`src/tics_map.vh`:
```
// constants for the table i/o character sequencer: register map, field layout, packing
`ifndef TICS_MAP_VH
`define TICS_MAP_VH

// register byte offsets on the avalon-mm slave
`define TICS_REG_CTRL   4'h0
`define TICS_REG_BASE   4'h4
`define TICS_REG_STAT   4'h8
`define TICS_REG_PEND   4'hc

// control register fields and reset values
`define TICS_CTRL_EN_BIT 0
`define TICS_CTRL_RST    1'h0
`define TICS_BASE_RST    14'h0000

// status register field positions
`define TICS_STAT_BUSY_BIT  0
`define TICS_STAT_CH_LO     8
`define TICS_STAT_CNT_LO    16

// control word layout in the 24-bit memory word
`define TICS_N_HI 23
`define TICS_N_LO 18
`define TICS_C_HI 17
`define TICS_C_LO 16
`define TICS_P_HI 15
`define TICS_P_LO 14
`define TICS_Y_HI 13
`define TICS_Y_LO 0

// word count value that marks the end of a block
`define TICS_N_DONE 6'h3f

// packing codes, twos complement of characters per word
`define TICS_PACK_4 2'h0
`define TICS_PACK_3 2'h1
`define TICS_PACK_2 2'h2
`define TICS_PACK_1 2'h3

// left circular rotation per character, by packing
`define TICS_ROT_4 5'h06
`define TICS_ROT_3 5'h08
`define TICS_ROT_2 5'h0c
`define TICS_ROT_1 5'h00

// character masks in the low bits, by packing
`define TICS_MASK_4 24'h00003f
`define TICS_MASK_3 24'h0000ff
`define TICS_MASK_2 24'h000fff
`define TICS_MASK_1 24'hffffff

`endif

```
`src/tics_rotate.v`:
```
// circular left rotator and character mask for the b register path
`timescale 1ns/1ns
`include "tics_map.vh"

module tics_rotate (
  data,
  pack,
  rot,
  mask
);
  input  wire [23:0] data;  // b register contents
  input  wire [1:0]  pack;  // packing field
  output wire [23:0] rot;   // rotated word
  output reg  [23:0] mask;  // one character in the low bits

  reg  [4:0]  amt;          // rotate distance
  wire [47:0] dbl;          // doubled word, shifted

  // distance and mask chosen by characters per word
  always @* begin
    case (pack)
      `TICS_PACK_4: begin
        amt  = `TICS_ROT_4;
        mask = `TICS_MASK_4;
      end
      `TICS_PACK_3: begin
        amt  = `TICS_ROT_3;
        mask = `TICS_MASK_3;
      end
      `TICS_PACK_2: begin
        amt  = `TICS_ROT_2;
        mask = `TICS_MASK_2;
      end
      default: begin
        amt  = `TICS_ROT_1; // single character, no rotation
        mask = `TICS_MASK_1;
      end
    endcase
  end

  // shifting the doubled word gives the circular rotation in the top half
  assign dbl = {data, data} << amt;
  assign rot = dbl[47:24];

endmodule

```
`src/tics_sequencer.v`:
```
// table i/o character sequencer: interrupt driven packing and unpacking of device characters
`timescale 1ns/1ns
`include "tics_map.vh"

module tics_sequencer #(
  parameter NCH         = 48,            // number of channels
  parameter CHW         = 6,             // channel index width
  parameter [NCH-1:0] CH_IS_INPUT = {NCH{1'b0}} // per-channel direction wiring
) (
  clk,
  rstn,
  ce,
  chan_irq,
  dev_in_data,
  dev_code,
  dev_dir_in,
  dev_in_ack,
  dev_out_data,
  dev_out_stb,
  echo_irq,
  echo_code,
  mem_req,
  mem_we,
  mem_addr,
  mem_wdata,
  mem_rdata,
  mem_ack,
  avs_address,
  avs_read,
  avs_write,
  avs_writedata,
  avs_byteenable,
  avs_readdata,
  avs_waitrequest
);
  input  wire           clk;             // 10 mhz system clock
  input  wire           rstn;            // async reset, active low
  input  wire           ce;              // clock enable, freezes state when low
  input  wire [NCH-1:0] chan_irq;        // device interrupt per channel, async pins
  input  wire [23:0]    dev_in_data;     // character from input device, async pins
  output reg  [CHW-1:0] dev_code;        // addressed device code
  output reg            dev_dir_in;      // high: input transfer, low: output
  output reg            dev_in_ack;      // pulse: input character taken
  output reg  [23:0]    dev_out_data;    // character to output device
  output reg            dev_out_stb;     // pulse: output character valid
  output reg            echo_irq;        // pulse: block complete
  output reg  [CHW-1:0] echo_code;       // channel that completed
  output reg            mem_req;         // core memory request
  output reg            mem_we;          // core memory write
  output reg  [13:0]    mem_addr;        // core memory address
  output reg  [23:0]    mem_wdata;       // core memory write data
  input  wire [23:0]    mem_rdata;       // core memory read data
  input  wire           mem_ack;         // memory takes request this edge
  input  wire [3:0]     avs_address;     // byte address of register
  input  wire           avs_read;        // avalon read
  input  wire           avs_write;       // avalon write
  input  wire [31:0]    avs_writedata;   // avalon write data
  input  wire [3:0]     avs_byteenable;  // avalon byte lanes
  output reg  [31:0]    avs_readdata;    // avalon read data
  output reg            avs_waitrequest; // avalon stall, low for one cycle per answer

  // sequencer states
  localparam [2:0] S_IDLE  = 3'h0;
  localparam [2:0] S_FETCH = 3'h1;
  localparam [2:0] S_UPD   = 3'h2;
  localparam [2:0] S_WCTL  = 3'h3;
  localparam [2:0] S_RDAT  = 3'h4;
  localparam [2:0] S_XFER  = 3'h5;
  localparam [2:0] S_WDAT  = 3'h6;

  reg            rst_s1_r;     // reset release stage one
  reg            rst_n_r;      // synchronised reset, active low
  reg  [2:0]     state_r;      // sequencer state
  reg  [23:0]    ctl_r;        // control word being serviced
  reg  [23:0]    b_r;          // b register
  reg            first_r;      // first character of the word
  reg            echo_pend_r;  // block ends with this service
  reg  [CHW-1:0] cur_ch_r;     // channel in service
  reg            en_r;         // software enable
  reg  [13:0]    base_r;       // base of response addresses
  reg  [15:0]    echo_cnt_r;   // completed blocks
  reg  [CHW-1:0] last_ch_r;    // last completed channel
  reg  [23:0]    din_s1_r;     // device data sync stage one
  reg  [23:0]    din_s2_r;     // device data sync stage two
  reg  [23:0]    din_s3_r;     // device data sync stage three
  reg  [23:0]    din_r;        // agreed device data
  wire [NCH-1:0] pend_w;       // pending channel requests
  reg            pick;         // some channel pending
  reg  [CHW-1:0] pick_ch;      // lowest pending channel
  wire           svc_clr;      // pending bit taken into service
  wire [23:0]    rot_w;        // rotated b register
  wire [23:0]    mask_w;       // character mask
  integer        k;            // priority scan index

  // reset release through two flip-flops; left ungated so ce cannot hold reset
  always @(posedge clk or negedge rstn) begin
    if (!rstn) begin
      rst_s1_r <= 1'b0;
      rst_n_r  <= 1'b0;
    end else begin
      rst_s1_r <= 1'b1;
      rst_n_r  <= rst_s1_r;
    end
  end

  // per-channel interrupt synchroniser and sticky pending bit
  genvar gi;
  generate
    for (gi = 0; gi < NCH; gi = gi + 1) begin : g_ch
      reg s1_r;   // stage one, read only by stage two
      reg s2_r;   // stage two
      reg s3_r;   // stage three
      reg lvl_r;  // agreed level
      reg pend_r; // request waiting for service
      always @(posedge clk or negedge rst_n_r) begin
        if (!rst_n_r) begin
          s1_r   <= 1'b0;
          s2_r   <= 1'b0;
          s3_r   <= 1'b0;
          lvl_r  <= 1'b0;
          pend_r <= 1'b0;
        end else if (ce) begin
          s1_r <= chan_irq[gi];
          s2_r <= s1_r;
          s3_r <= s2_r;
          if (s2_r == s3_r) begin
            lvl_r <= s3_r;
          end
          // a new rising edge beats the clear of the same cycle
          if ((s2_r == s3_r) && s3_r && !lvl_r) begin
            pend_r <= 1'b1;
          end else if (svc_clr && (pick_ch == gi)) begin
            pend_r <= 1'b0;
          end
        end
      end
      assign pend_w[gi] = pend_r;
    end
  endgenerate

  // device data pins: three stages, taken once stages two and three agree
  always @(posedge clk or negedge rst_n_r) begin
    if (!rst_n_r) begin
      din_s1_r <= 24'h000000;
      din_s2_r <= 24'h000000;
      din_s3_r <= 24'h000000;
      din_r    <= 24'h000000;
    end else if (ce) begin
      din_s1_r <= dev_in_data;
      din_s2_r <= din_s1_r;
      din_s3_r <= din_s2_r;
      if (din_s2_r == din_s3_r) begin
        din_r <= din_s3_r;
      end
    end
  end

  // fixed priority: lowest channel number wins
  always @* begin
    pick    = 1'b0;
    pick_ch = {CHW{1'b0}};
    for (k = NCH - 1; k >= 0; k = k - 1) begin
      if (pend_w[k]) begin
        pick    = 1'b1;
        pick_ch = k[CHW-1:0];
      end
    end
  end

  assign svc_clr = ce && (state_r == S_IDLE) && en_r && pick;

  // control word fields
  wire [5:0]  n_f = ctl_r[`TICS_N_HI:`TICS_N_LO];
  wire [1:0]  c_f = ctl_r[`TICS_C_HI:`TICS_C_LO];
  wire [1:0]  p_f = ctl_r[`TICS_P_HI:`TICS_P_LO];
  wire [13:0] y_f = ctl_r[`TICS_Y_HI:`TICS_Y_LO];

  // control word update arithmetic
  wire        first_w = (c_f == p_f);
  wire [2:0]  c_inc   = {1'b0, c_f} + 3'h1;
  wire        c_carry = c_inc[2];
  wire [1:0]  c_new   = (c_inc[1:0] == 2'h0) ? p_f : c_inc[1:0];
  wire [5:0]  n_new   = c_carry ? n_f + 6'h01 : n_f;
  wire [13:0] y_new   = first_w ? y_f + 14'h0001 : y_f;
  wire        echo_w  = c_carry && (n_new == `TICS_N_DONE);
  wire [23:0] ctl_new = {n_new, c_new, p_f, y_new};
  wire [13:0] resp_addr = base_r + {{(14-CHW){1'b0}}, cur_ch_r};

  // character path: rotate then merge or pick the low character
  tics_rotate u_rot (
    .data (b_r),
    .pack (p_f),
    .rot  (rot_w),
    .mask (mask_w)
  );

  // input merges device character into the rotated word through the adder path
  wire [23:0] b_in  = rot_w | (din_r & mask_w);
  wire [23:0] b_nxt = dev_dir_in ? b_in : rot_w;

  // sequencer: fetch, update, write back, then data word
  always @(posedge clk or negedge rst_n_r) begin
    if (!rst_n_r) begin
      state_r      <= S_IDLE;
      ctl_r        <= 24'h000000;
      b_r          <= 24'h000000;
      first_r      <= 1'b0;
      echo_pend_r  <= 1'b0;
      cur_ch_r     <= {CHW{1'b0}};
      dev_code     <= {CHW{1'b0}};
      dev_dir_in   <= 1'b0;
      dev_in_ack   <= 1'b0;
      dev_out_data <= 24'h000000;
      dev_out_stb  <= 1'b0;
      echo_irq     <= 1'b0;
      echo_code    <= {CHW{1'b0}};
      echo_cnt_r   <= 16'h0000;
      last_ch_r    <= {CHW{1'b0}};
      mem_req      <= 1'b0;
      mem_we       <= 1'b0;
      mem_addr     <= 14'h0000;
      mem_wdata    <= 24'h000000;
    end else if (ce) begin
      // pulses last one cycle
      dev_in_ack  <= 1'b0;
      dev_out_stb <= 1'b0;
      echo_irq    <= 1'b0;
      case (state_r)
        S_IDLE: begin
          if (en_r && pick) begin
            // matrix wiring: code is the channel, direction from parameter
            cur_ch_r   <= pick_ch;
            dev_code   <= pick_ch;
            dev_dir_in <= CH_IS_INPUT[pick_ch];
            mem_req    <= 1'b1;
            mem_we     <= 1'b0;
            mem_addr   <= base_r + {{(14-CHW){1'b0}}, pick_ch};
            state_r    <= S_FETCH;
          end
        end
        S_FETCH: begin
          // control word read from the channel response address
          if (mem_ack) begin
            mem_req <= 1'b0;
            ctl_r   <= mem_rdata;
            state_r <= S_UPD;
          end
        end
        S_UPD: begin
          ctl_r       <= ctl_new;
          first_r     <= first_w;
          echo_pend_r <= echo_w;
          mem_req     <= 1'b1;
          mem_we      <= 1'b1;
          mem_addr    <= resp_addr;
          mem_wdata   <= ctl_new;
          state_r     <= S_WCTL;
        end
        S_WCTL: begin
          // data word is touched only after the control word is home
          if (mem_ack) begin
            mem_we   <= 1'b0;
            mem_addr <= y_f;
            state_r  <= S_RDAT;
          end
        end
        S_RDAT: begin
          if (mem_ack) begin
            mem_req <= 1'b0;
            // a fresh input word starts from zero, not stale memory
            if (dev_dir_in && first_r) begin
              b_r <= 24'h000000;
            end else begin
              b_r <= mem_rdata;
            end
            state_r <= S_XFER;
          end
        end
        S_XFER: begin
          // only b and the adder path are used; no program registers
          b_r <= b_nxt;
          if (dev_dir_in) begin
            dev_in_ack <= 1'b1;
          end else begin
            dev_out_data <= rot_w & mask_w;
            dev_out_stb  <= 1'b1;
          end
          mem_req   <= 1'b1;
          mem_we    <= 1'b1;
          mem_addr  <= y_f;
          mem_wdata <= b_nxt;
          state_r   <= S_WDAT;
        end
        S_WDAT: begin
          if (mem_ack) begin
            mem_req <= 1'b0;
            mem_we  <= 1'b0;
            if (echo_pend_r) begin
              echo_irq   <= 1'b1;
              echo_code  <= cur_ch_r;
              last_ch_r  <= cur_ch_r;
              echo_cnt_r <= echo_cnt_r + 16'h0001;
            end
            state_r <= S_IDLE;
          end
        end
        default: begin
          mem_req <= 1'b0;
          state_r <= S_IDLE;
        end
      endcase
    end
  end

  // avalon slave: waitrequest drops for one cycle, one cycle after the request
  always @(posedge clk or negedge rst_n_r) begin
    if (!rst_n_r) begin
      avs_waitrequest <= 1'b1;
      avs_readdata    <= 32'h00000000;
      en_r            <= `TICS_CTRL_RST;
      base_r          <= `TICS_BASE_RST;
    end else if (ce) begin
      if ((avs_read || avs_write) && avs_waitrequest) begin
        avs_waitrequest <= 1'b0;
        avs_readdata    <= 32'h00000000;
        if (avs_read) begin
          case (avs_address)
            `TICS_REG_CTRL: avs_readdata <= {31'h00000000, en_r};
            `TICS_REG_BASE: avs_readdata <= {18'h00000, base_r};
            `TICS_REG_STAT: begin
              avs_readdata[`TICS_STAT_BUSY_BIT] <= (state_r != S_IDLE);
              avs_readdata[`TICS_STAT_CH_LO +: CHW] <= last_ch_r;
              avs_readdata[`TICS_STAT_CNT_LO +: 16] <= echo_cnt_r;
            end
            `TICS_REG_PEND: avs_readdata <= pend_w[31:0];
            default: avs_readdata <= 32'h00000000; // unmapped reads zero
          endcase
        end
      end else begin
        avs_waitrequest <= 1'b1;
        // write takes effect at the edge where waitrequest is seen low
        if (avs_write && !avs_waitrequest) begin
          case (avs_address)
            `TICS_REG_CTRL: begin
              if (avs_byteenable[0]) begin
                en_r <= avs_writedata[`TICS_CTRL_EN_BIT];
              end
            end
            `TICS_REG_BASE: begin
              if (avs_byteenable[0]) begin
                base_r[7:0] <= avs_writedata[7:0];
              end
              if (avs_byteenable[1]) begin
                base_r[13:8] <= avs_writedata[13:8];
              end
            end
            default: begin
              // read-only and unmapped writes are dropped
            end
          endcase
        end
      end
    end
  end

endmodule

```
`config.mk`:
```
export PLATFORM = sky130hd
export DESIGN_NAME = tics_sequencer
export DESIGN_NICKNAME = d
export VERILOG_FILES = /design/src/tics_rotate.v /design/src/tics_sequencer.v
export VERILOG_INCLUDE_DIRS = /design/src
export SDC_FILE = /design/constraint.sdc
export NUM_CORES = 1
export LEC_CHECK = 0
export ABC_AREA = 0
export BUFFER_PORTS_ARGS = -buffer_cell sky130_fd_sc_hd__buf_2
export CORE_UTILIZATION = 53
export CTS_CLUSTER_DIAMETER = 50
export DETAILED_ROUTE_END_ITERATION = 10
export GPL_TIMING_DRIVEN = 0
export PLACE_DENSITY = 0.76
export REMOVE_ABC_BUFFERS = 1
export SLEW_MARGIN = 20
export SYNTH_ARGS = -nofsm -noshare
export SYNTH_HDL_FRONTEND = slang
export SYNTH_SLANG_ARGS = --single-unit
```
`constraint.sdc`:
```
create_clock -name clk -period 34 [get_ports clk]
set_clock_uncertainty 0.15 [all_clocks]
set_input_delay 1.7 -clock clk [delete_from_list [all_inputs] [get_ports clk]]
set_output_delay 1.7 -clock clk [all_outputs]
set_load 0.05 [all_outputs]
```
==> results of run 1 <==
==> stage by stage <==
step	power, mW	hold slack [ns]
floorplan	1.21	0.181
global route	2.09	0.197
global placement	1.40	0.190
CTS	2.00	0.177
detailed placement	1.43	0.171
finish	1.99	0.156
==> final cells by class <==
type,instances,area [µm²]
repair buffers,232,1530
multi-input cells,1393,9520
flip-flops and latches,436,10900
clock inverters,24,360
inverters,36,138
fillers,3090,14400
well taps,518,648
clock buffers,65,1360
==> worst max-delay path, stage by stage (launching register included) <==
cell and delay [ns]:
dfrtp_1 0.53, inv_1 0.10, a2111oi_0 0.62, o211a_1 0.27, o211ai_1 0.11, a31o_2 0.43
o21ai_0 0.25, ha_1 0.21, inv_1 0.06, fa_1 0.37, nor2b_1 0.15, o21ai_0 0.14
a21boi_0 0.42, o311ai_0 0.24, xnor2_1 0.18, nor2_1 0.06, o31ai_1 0.27
==> synth_stat cells, types with 8 or more instances <==
master     instances
mux2_2           172
dfrtp_1          435
nand2_1          255
o21ai_0          177
a22oi_1           38
xnor2_1           26
nand4_1           17
nand3b_1          56
and3_1            10
nor4_1            15
inv_1             36
o22ai_1           10
o31ai_1           38
nor3_1            22
a22o_1            19
a21oi_1           72
o2bb2ai_1          9
mux2i_1           60
nor2_1           142
a32o_1             8
ha_1              61
a31oi_1            8
xor2_1            17
clkbuf_1          98
nand3_1           41
==> power by group through the flow <==
| stage | logic [mW] | clock network [mW] | registers (mW) |
|---|---|---|---|
| after CTS | 0.663 | 0.568 | 0.767 |
| final | 0.664 | 0.560 | 0.770 |
| after global routing | 0.721 | 0.587 | 0.785 |
| after global placement | 0.617 | 0 | 0.778 |
| after floorplan | 0.345 | 0 | 0.862 |
| after detailed placement | 0.659 | 0 | 0.775 |
==> how the worst max path moves through the flow <==
| stage | start | endpoint | slack [ns] | cells after the start |
|---|---|---|---|---|
| final | g_ch[5].pend_r$_DFFE_PN0P_ | mem_addr[12]$_DFFE_PN0P_ | 29.34 | 16 |
| after global routing | g_ch[18].pend_r$_DFFE_PN0P_ | mem_addr[12]$_DFFE_PN0P_ | 28.92 | 15 |
| after CTS | g_ch[5].pend_r$_DFFE_PN0P_ | mem_addr[12]$_DFFE_PN0P_ | 29.43 | 16 |
| after detailed placement | ce | echo_cnt_r[14]$_DFFE_PN0P_ | 28.96 | 8 |
| after global placement | rst_n_r$_DFF_PN0_ | g_ch[20].s1_r$_DFFE_PN0P_ | 16.21 | 0 |
| after floorplan | rst_n_r$_DFF_PN0_ | avs_readdata[0]$_DFFE_PN0P_ | 20.80 | 0 |
==> per-layer routing <==
layer	share of wire	wire [µm]	track usage	vias to the layer above
li1	-	-	-	7461
met3	0.068	3800	0.0489	145
met4	0.049	2720	0.139	2
met2	0.47	26000	0.437	617
met5	0.00018	10	0	-
met1	0.42	23300	0.377	8184
==> flip-flops by register name, indices dropped and copies added (netlist names), 16 cells and up <==
signal,flops
avs_readdata,32
mem_wdata,24
g_ch.s3_r,48
ctl_r,24
g_ch.s2_r,48
g_ch.pend_r,48
g_ch.s1_r,48
echo_cnt_r,16
dev_out_data,24
g_ch.lvl_r,48
b_r,24
==> logic make-up (layout without fill, tap and decap cells) <==
kind of cell / Yosys count / count (layout) / synth area share
AO/OA/AOI/OAI: 445 / 445 / 0.135
flip-flops: 436 / 436 / 0.521
AND/OR/NAND/NOR: 607 / 607 / 0.139
XOR/XNOR: 43 / 43 / 0.0180
other: 2 / 3 / 0.000359
multiplexers: 233 / 233 / 0.122
adder cells (fa/ha/maj): 62 / 62 / 0.0374
buffers and inverters: 147 / 357 / 0.0275
==> results.md, run 1 <==
* Outcome: finished clean
* Final instance area at 0.0245 mm²
* Layout area overhead at 16.8%
* #FFs+latches synth at 436
* Minimum clock period at 4.66 ns
* Core area at 0.0388 mm²
* Htree depth at 2
* Routed vias/inst at 6.07
* Worst Hold Class: flip-flop to asynchronous set/reset pin
* Ys async rst share at 1.00
* Total track usage at 0.279
* Worst setup EP type: flip-flop
* Area post-placement at 0.0228 mm²
* Post-CTS setup buffers at 0
* PwrDens at 81.5 mW/mm²
* Clk slew on worst S/H paths at 0.06 ns
* Total negative slack at 0 ns
* Crit path DAT at 4.98 ns
* Crit Path Category: flip-flop to flip-flop
* Routed vias at 16400
* Reg2Reg Depth at 16
* Initial core utilization at 0.539
* Vias in the first global route at 16000
* Max clock buf depth at 3
* Post_cts resized at 0
* Sequential fraction of the synthesis area at 0.521
* Hold-fix buffers at CTS at 0
* Post-Layout Cell Count at 2704
* CP Max Fanout at 14
* Cells after DPL at 2615
* Tcrit/Tclk final at 0.137
* Worst EP required at 34.33 ns
* Critical Path Start Type: flip-flop
* Antenna violations before repair at 1
* Number of diodes at 0
* Clock power frac at 0.281
* DP Wirelength at 40300 µm
* Yosys top cell by area: dfrtp_1
* Worst slack, placed at 28.96 ns
* Reg-to-Reg End: mem_addr[12]$_DFFE_PN0P_
* Nets at 2352
* Fmax at 215 MHz
* Final setup fails at 0
* Drt first pass iters at 6
* Fin. max-slew vios at 0
* Worst-Margin Slew at 1.06 ns
* Chip height at 201 µm
* Ys Warns at 0
* Synthesized cell area at 0.0209 mm²
* Switching power at 0.775 mW
* Number of synthesized flops with an enable pin at 0
* Main flop type after synthesis: dfrtp_1
* Mean post-synth cell area at 10.6 µm²
* Synth cell types at 83
* R2R Path Start: g_ch[5].pend_r$_DFFE_PN0P_
* First-pass GRT wire length at 88400 µm
* Port Buffers at 208
* TritonCTS Buffers at 49
* # IOs at 255
* Flop pwr share at 0.386
* Placer congestion estimate at 0.879
* Grt ovf at 0
* Final hold violations at 0
* Clock root buffer: clkbuf_16
* # clock sinks at 436
* # rows at 72
* Util after Layout at 0.630
* Final worst slack at 29.34 ns
* Detailed Route Iter0 Violations at 1281
* Max_cap viols at 0
* Die footprint at 0.0403 mm²
* Cells after synthesis at 1975
* Cell Int Power at 1.22 mW
* Slew Limit Headroom at 0.289
* CTS tree: done
* Synth top area share at 0.520
* Peak VDD IR at 0.0000530 V
* Unrepaired setup endpoints after global routing: no
* FF-to-FF setup slack at 29.34 ns
* Commonest non-fill, non-tap cell in the layout: dfrtp_1
* Share of cells above drive strength 1 at 0.241
* Routed len/inst at 20.6 µm
* Wirelength, routed at 55800 µm
* LEAKAGE at 11.0 nW
* DRC Markers at 0
* Clock latency on the worst-skew pair at 0.59 ns
* Synth area leaders: dfrtp_1 (52%), mux2_2 (9.2%), nand2_1 (4.6%)
* Largest net degree at the start of global routing at 107
* Commonest non-fill, non-tap cells in the layout: dfrtp_1 (434), nand2_1 (253), buf_2 (207)
* Switching part of the total at 0.389
* DRT antenna net count at 0
* Comb power frac at 0.333
* Die width at 201 µm
Power figures use the tool's default switching activity.
==> run 2, diff against run 1 <==
--- a/config.mk
+++ b/config.mk
@@ -12,7 +12,7 @@
 export CTS_CLUSTER_DIAMETER = 50
 export DETAILED_ROUTE_END_ITERATION = 10
 export GPL_TIMING_DRIVEN = 0
-export PLACE_DENSITY = 0.76
+export PLACE_DENSITY = 0.79
 export REMOVE_ABC_BUFFERS = 1
 export SLEW_MARGIN = 20
 export SYNTH_ARGS = -nofsm -noshare
==> constraint.sdc (replaced) <==
create_clock -name clk -period 4.2 [get_ports clk]
set_clock_uncertainty 0.15 [all_clocks]
set_input_delay 0.21 -clock clk [delete_from_list [all_inputs] [get_ports clk]]
set_output_delay 0.21 -clock clk [all_outputs]
set_load 0.05 [all_outputs]
==> run 2 against run 1 <==
  * Worst hold slack got worse by 0.12 ns
  * Cell area is 3.7% higher
  * Via count is 2.4% higher
  * Clock power grew to 7.6 times the previous value
  * Worst setup slack got worse by 29 ns
  * Sequential power grew to 8.1 times the previous value
  * Total power rose to 8.0 times the previous value
  * Critical endpoint is now mem_addr[8]$_DFFE_PN0P_
  * Register-to-register slack lost 29 ns
  * Non-clock buffer count increased by 98
  * Cell count up 3.4%
  * First-iteration DRC count increased by 12%
==> results.md, run 2 (synthesis results as in run 1) <==
* Power Total at 16.0 mW (+700%)
* Worst Hold Class: primary input to flip-flop
* Commonest non-fill, non-tap cells in the layout: dfrtp_1 (433), nand2_1 (253), buf_2 (207)
* Nets at 2448 (+4.1%)
* Cells after DPL at 2615 (unchanged)
* Crit Path Category: flip-flop to flip-flop
* Die footprint at 0.0403 mm² (unchanged)
* Critical Path Start Type: flip-flop
* Peak VDD IR at 0.000416 V (+690%)
* Commonest non-fill, non-tap cell in the layout: dfrtp_1
* Switching power at 6.23 mW (+700%)
* Detailed Route Iter0 Violations at 1430 (+12%)
* Util after Layout at 0.654 (+0.0236)
* Post-Layout Cell Count at 2797 (+3.4%)
* # IOs at 255 (unchanged)
* Fmax at 247 MHz (+15%)
* Switching part of the total at 0.390 (+0.00150)
* Total track usage at 0.287 (+0.00755)
* Largest net degree at the start of global routing at 100 (-6.5%)
* Routed vias/inst at 6.01 (-1.0%)
* Drt first pass iters at 5 (-1)
* DRC Markers at 0 (unchanged)
* Max_cap viols at 0 (unchanged)
* DRT antenna net count at 0 (unchanged)
* CP Max Fanout at 9 (-5)
* Clk slew on worst S/H paths at 0.06 ns (about the same)
* WHS Path Cells at 5
* Port Buffers at 208 (unchanged)
* LEAKAGE at 11.4 nW (+3.3%)
* Comb power frac at 0.342 (+0.009)
* Final hold violations at 0 (unchanged)
* Cell Int Power at 9.75 mW (+700%)
* Number of diodes at 0 (unchanged)
* R2R Path Start: g_ch[40].pend_r$_DFFE_PN0P_
* Antenna violations before repair at 0 (-1)
* Clock root buffer: clkbuf_16
* Vias in the first global route at 16600 (+4.1%)
* Layout area overhead at 21.2%
* Wirelength, routed at 57500 µm (+3.1%)
* Routed len/inst at 20.6 µm (-0.28%)
* Reg-to-Reg End: mem_addr[8]$_DFFE_PN0P_
* FF-to-FF setup slack at 0.15 ns (-29.19 ns)
* Tcrit/Tclk final at 0.964 (+0.827)
* PwrDens at 630 mW/mm² (+670%)
* Hold Crit Start: avs_address[0]
* Die width at 201 µm (unchanged)
* Crit path DAT at 4.40 ns (-0.58 ns)
* Clock power frac at 0.268 (-0.013)
* DP Wirelength at 40300 µm (+0.15%)
* Htree depth at 2 (unchanged)
* Share of cells above drive strength 1 at 0.234 (-0.00631)
* TritonCTS Buffers at 47 (-4.1%)
* Fin. max-slew vios at 0 (unchanged)
* Minimum clock period at 4.05 ns (-0.611 ns)
* Max clock buf depth at 3 (unchanged)
* Routed vias at 16800 (+2.4%)
* Worst EP required at 4.55 ns (-29.78 ns)
* Worst-Margin Slew at 1.12 ns (+0.0529 ns)
* Core area at 0.0388 mm² (unchanged)
* Outcome: finished clean
* Clock latency on the worst-skew pair at 0.57 ns (-0.02 ns)
* CTS tree: done
* Placer congestion estimate at 0.910 (+3.4%)
* Slew Limit Headroom at 0.253 (-0.0354)
* Reg2Reg Depth at 13 (-3)
* Final setup fails at 0 (unchanged)
* Initial core utilization at 0.539 (unchanged)
* # rows at 72 (unchanged)
* # clock sinks at 436 (unchanged)
* Flop pwr share at 0.391 (+0.005)
* Chip height at 201 µm (unchanged)
* Worst setup EP type: flip-flop
* Worst Hold Path EP: avs_readdata[0]$_DFFE_PN0P_
* Grt ovf at 0 (unchanged)
* First-pass GRT wire length at 91100 µm (+3.0%)
==> run 2: final cells by class <==
cell class	instances	area (µm²)
clock inverters	18	264
clock buffers	66	1340
multi-input cells	1393	9590
flip-flops and latches	436	10900
repair buffers	330	2490
inverters	36	138
fillers	2854	13400
well taps	518	648
==> run 2: power groups by stage <==
stage | clock [mW] | sequential [mW] | combinational (mW)
2_1_floorplan | 0 | 6.98 | 2.80
3_3_place_gp | 0 | 6.29 | 4.99
3_5_place_dp | 0 | 6.28 | 5.31
4_1_cts | 4.34 | 6.21 | 5.42
5_1_grt | 4.51 | 6.36 | 5.91
6_report | 4.28 | 6.24 | 5.46
==> run 2: what timing repair did <==
action                                  CTS  global route
resized for setup                        12             8
endpoints found under the hold margin   146             0
endpoints found under the setup margin   10             5
gates cloned                              0             0
hold buffers                             94             0
setup buffers                             1             3
pin swaps                                 0             1
==> run 2: worst max path at each step <==
| stage | start | to | cells past startpoint |
|---|---|---|---|
| 2_1_floorplan | rst_n_r$_DFF_PN0_ | avs_readdata[0]$_DFFE_PN0P_ | 0 |
| 3_5_place_dp | g_ch[19].pend_r$_DFFE_PN0P_ | mem_addr[8]$_DFFE_PN0P_ | 16 |
| 5_1_grt | g_ch[20].pend_r$_DFFE_PN0P_ | mem_addr[12]$_DFFE_PN0P_ | 15 |
| 3_3_place_gp | rst_n_r$_DFF_PN0_ | g_ch[17].s2_r$_DFFE_PN0P_ | 0 |
| 4_1_cts | g_ch[44].pend_r$_DFFE_PN0P_ | mem_addr[8]$_DFFE_PN0P_ | 16 |
| 6_report | g_ch[40].pend_r$_DFFE_PN0P_ | mem_addr[8]$_DFFE_PN0P_ | 13 |
==> run 2: critical path, cell delays in order, from the launching register on <==
cell	delay, ns
dfrtp_1	0.43
or4_1	0.55
o2111a_1	0.28
nor3_2	0.28
o211ai_4	0.19
o21ai_2	0.25
ha_1	0.28
nor2b_1	0.15
o21ai_1	0.22
a21boi_2	0.12
o21a_1	0.22
or4b_2	0.61
nand3_1	0.10
mux2_2	0.14
==> run 2: stage by stage <==
stage / hold WS, ns / area, µm² / TNS [ns] / setup WS (ns)
after floorplan: -0.236 / 20500 / -3913.66 / -9.00
after global placement: -0.154 / 22200 / -7070.37 / -13.54
after detailed placement: -0.152 / 22700 / -2.10 / -0.492
after CTS: 0.0196 / 25300 / 0 / 0.0365
after global routing: 0.0535 / 25400 / -0.198 / -0.0796
final: 0.0398 / 25400 / 0 / 0.151
==> run 2: routing by layer <==
layer  track usage  routed length (µm)  vias up
met5             0                   0        -
li1              -                   -     7649
met4         0.118                2560        0
met3        0.0631                4340      164
met2         0.458               27300      650
met1         0.380               23400     8337
==> run 3, diff against run 2 <==
--- a/config.mk
+++ b/config.mk
@@ -12,7 +12,7 @@
 export CTS_CLUSTER_DIAMETER = 50
 export DETAILED_ROUTE_END_ITERATION = 10
 export GPL_TIMING_DRIVEN = 0
-export PLACE_DENSITY = 0.79
+export PLACE_DENSITY = 0.76
 export REMOVE_ABC_BUFFERS = 1
 export SLEW_MARGIN = 20
 export SYNTH_ARGS = -nofsm -noshare
==> constraint.sdc (replaced) <==
create_clock -name clk -period 3.9 [get_ports clk]
set_clock_uncertainty 0.15 [all_clocks]
set_input_delay 0.195 -clock clk [delete_from_list [all_inputs] [get_ports clk]]
set_output_delay 0.195 -clock clk [all_outputs]
set_load 0.05 [all_outputs]
==> run 3 against run 2 <==
  * Cell area is 1.6% higher
  * Via count up 1.2%
  * Clock-buffer cell count down 1
  * Clock power is 14% higher
  * Critical path depth is 3 higher
  * Flip-flop and latch count is the same
  * Worst setup slack worse by 0.10 ns
  * Global-route usage is 0.30 points higher
  * Worst hold slack gained 0.042 ns
  * Critical path type unchanged
  * First-iteration DRC count decreased by 0.98%
  * Sequential share of layout area down 0.66 points
  * Cell count rose by 0.89%
==> results.md, run 3 (synthesis results as in run 1) <==
* Outcome: finished clean
* Fin. max-slew vios at 0 (unchanged)
* Flop pwr share at 0.384 (-0.007)
* Largest net degree at the start of global routing at 107 (+7.0%)
* FF-to-FF setup slack at 0.05 ns (-0.10 ns)
* Fmax at 260 MHz (+5.1%)
* Cells after DPL at 2615 (unchanged)
* Clock latency on the worst-skew pair at 0.59 ns (+0.02 ns)
* GR Util met1 at 0.389 (+0.00939)
* Routed vias at 17000 (+1.2%)
* Met2 Use GR at 0.461 (+0.00298)
* # IOs at 255 (unchanged)
* Final instance area at 0.0258 mm² (+1.6%)
* Hold Crit Start: avs_address[2]
* Vias in the first global route at 16700 (+0.078%)
* Detailed Route Iter0 Violations at 1416 (-0.98%)
* Initial core utilization at 0.539 (unchanged)
* Commonest non-fill, non-tap cells in the layout: dfrtp_1 (431), nand2_1 (253), buf_2 (207)
* Grt ovf at 0 (unchanged)
* Critical Path Start Type: flip-flop
* Wirelength, routed at 58200 µm (+1.2%)
* Crit path DAT at 4.16 ns (-0.24 ns)
* Routed len/inst at 20.6 µm (+0.27%)
* Switching part of the total at 0.388 (-0.00187)
* Cell Int Power at 10.7 mW (+10%)
* Final setup fails at 0 (unchanged)
* Placer congestion estimate at 0.879 (-3.3%)
* Power Total at 17.5 mW (+9.7%)
* CTS tree: done
* CP Max Fanout at 5 (-4)
* Port Buffers at 208 (unchanged)
* Final hold violations at 0 (unchanged)
* Worst setup EP type: flip-flop
* Die footprint at 0.0403 mm² (unchanged)
* Drt first pass iters at 6 (+1)
* Worst EP required at 4.21 ns (-0.34 ns)
* Commonest non-fill, non-tap cell in the layout: dfrtp_1
* Clk slew on worst S/H paths at 0.06 ns (about the same)
* Util after Layout at 0.664 (+0.0104)
* Crit Path Category: flip-flop to flip-flop
* Slew Limit Headroom at 0.257 (+0.00409)
* WHS Path Cells at 3 (-2)
* Reg2Reg Depth at 16 (+3)
* Post-Layout Cell Count at 2822 (+0.89%)
* Worst Hold Path EP: avs_readdata[0]$_DFFE_PN0P_
* Antenna violations before repair at 0 (unchanged)
* Worst slack, placed at -0.634 ns (-0.141 ns)
* Core area at 0.0388 mm² (unchanged)
* Reg-to-Reg End: mem_addr[8]$_DFFE_PN0P_
* Chip height at 201 µm (unchanged)
* Die width at 201 µm (unchanged)
* Most used routing layer in global routing: met2
* PwrDens at 680 mW/mm² (+8.0%)
* # clock sinks at 436 (unchanged)
* Max_cap viols at 0 (unchanged)
* LEAKAGE at 11.6 nW (+1.5%)
* DP Wirelength at 40300 µm (-0.15%)
* Nets at 2470 (+0.90%)
* Worst Hold Class: primary input to flip-flop
* Max clock buf depth at 3 (unchanged)
* Share of cells above drive strength 1 at 0.243 (+0.00831)
* DRT antenna net count at 0 (unchanged)
* Switching power at 6.81 mW (+9.2%)
* Area post-placement at 0.0228 mm² (about the same)
* TritonCTS Buffers at 49 (+4.3%)
* # rows at 72 (unchanged)
* Clock root buffer: clkbuf_16
* Tcrit/Tclk final at 0.988 (+0.0238)
* Routed vias/inst at 6.03 (+0.32%)
* Minimum clock period at 3.85 ns (-0.197 ns)
* Worst-Margin Slew at 1.11 ns (-0.00611 ns)
* Layout area overhead at 23.1%
* Met3 Use GR at 0.0440 (-0.0192)
* Peak VDD IR at 0.000459 V (+10%)
* Total track usage at 0.290 (+0.00303)
* DRC Markers at 0 (unchanged)
* First-pass GRT wire length at 92000 µm (+1.0%)
* Clock power frac at 0.278 (+0.010)
* Htree depth at 2 (unchanged)
* Hold Slack at 0.0818 ns (+0.0420 ns)
* R2R Path Start: g_ch[45].pend_r$_DFFE_PN0P_
* Final worst slack at 0.0478 ns (-0.103 ns)
* Total negative slack at 0 ns (unchanged)
* Comb power frac at 0.338 (-0.004)
* Number of diodes at 0 (unchanged)
* Unrepaired setup endpoints after global routing: yes
-- run 3: cell count changes in the layout (fill, tap and decap cells not counted), sizes merged --
cell	delta
buf	+7
inv	+2
clkinv	+1
dlygate4sd3	+13
clkinvlp	+1
bufinv	+2
clkbuf	-1
-- run 3: how the worst max path moves through the flow --
stage	startpoint	to	slack, ns
global placement	rst_n_r$_DFF_PN0_	g_ch[20].s1_r$_DFFE_PN0P_	-13.89
CTS	g_ch[44].pend_r$_DFFE_PN0P_	mem_addr[8]$_DFFE_PN0P_	0.008
detailed placement	g_ch[5].pend_r$_DFFE_PN0P_	mem_addr[12]$_DFFE_PN0P_	-0.63
floorplan	rst_n_r$_DFF_PN0_	avs_readdata[0]$_DFFE_PN0P_	-9.30
global route	g_ch[45].pend_r$_DFFE_PN0P_	mem_addr[8]$_DFFE_PN0P_	-0.08
finish	g_ch[45].pend_r$_DFFE_PN0P_	mem_addr[8]$_DFFE_PN0P_	0.05
-- run 3: timing repair --
item	CTS	global route
buffers inserted	2	9
gates resized for setup	20	20
hold buffers	107	0
pin swaps	5	12
endpoints found under the setup margin	10	6
hold endpoints to repair	170	0
-- run 3: per-layer routing --
metal | part of all wire | wire length (µm)
met5 | 0 | 0
met3 | 0.061 | 3550
met4 | 0.049 | 2850
met1 | 0.42 | 24200
met2 | 0.47 | 27600
-- run 3: final cells by class --
type,count,area (µm²)
fillers,2943,13000
flip-flops and latches,436,10900
multi-input cells,1393,9680
repair buffers,350,2680
clock buffers,65,1360
well taps,518,648
clock inverters,24,360
inverters,36,138
-- run 3: power by group through the flow --
stage	Clock, mW	Combinational [mW]	Sequential, mW
after floorplan	0	3.01	7.51
after global placement	0	5.38	6.79
after detailed placement	0	5.74	6.76
after CTS	4.95	5.89	6.70
after global routing	5.12	6.43	6.86
final	4.88	5.93	6.73
-- run 3: critical path: stages, from the launching register on --
cell,delay (ns)
dfrtp_1,0.45
nor2_1,0.11
a2111oi_4,0.37
o221a_2,0.27
o211ai_1,0.14
a31o_4,0.28
o21ai_2,0.13
ha_2,0.20
inv_1,0.05
fa_1,0.40
nor2b_2,0.17
o21ai_2,0.10
a21boi_2,0.22
o21a_1,0.21
or4b_4,0.14
nand3_2,0.07
mux2_2,0.27
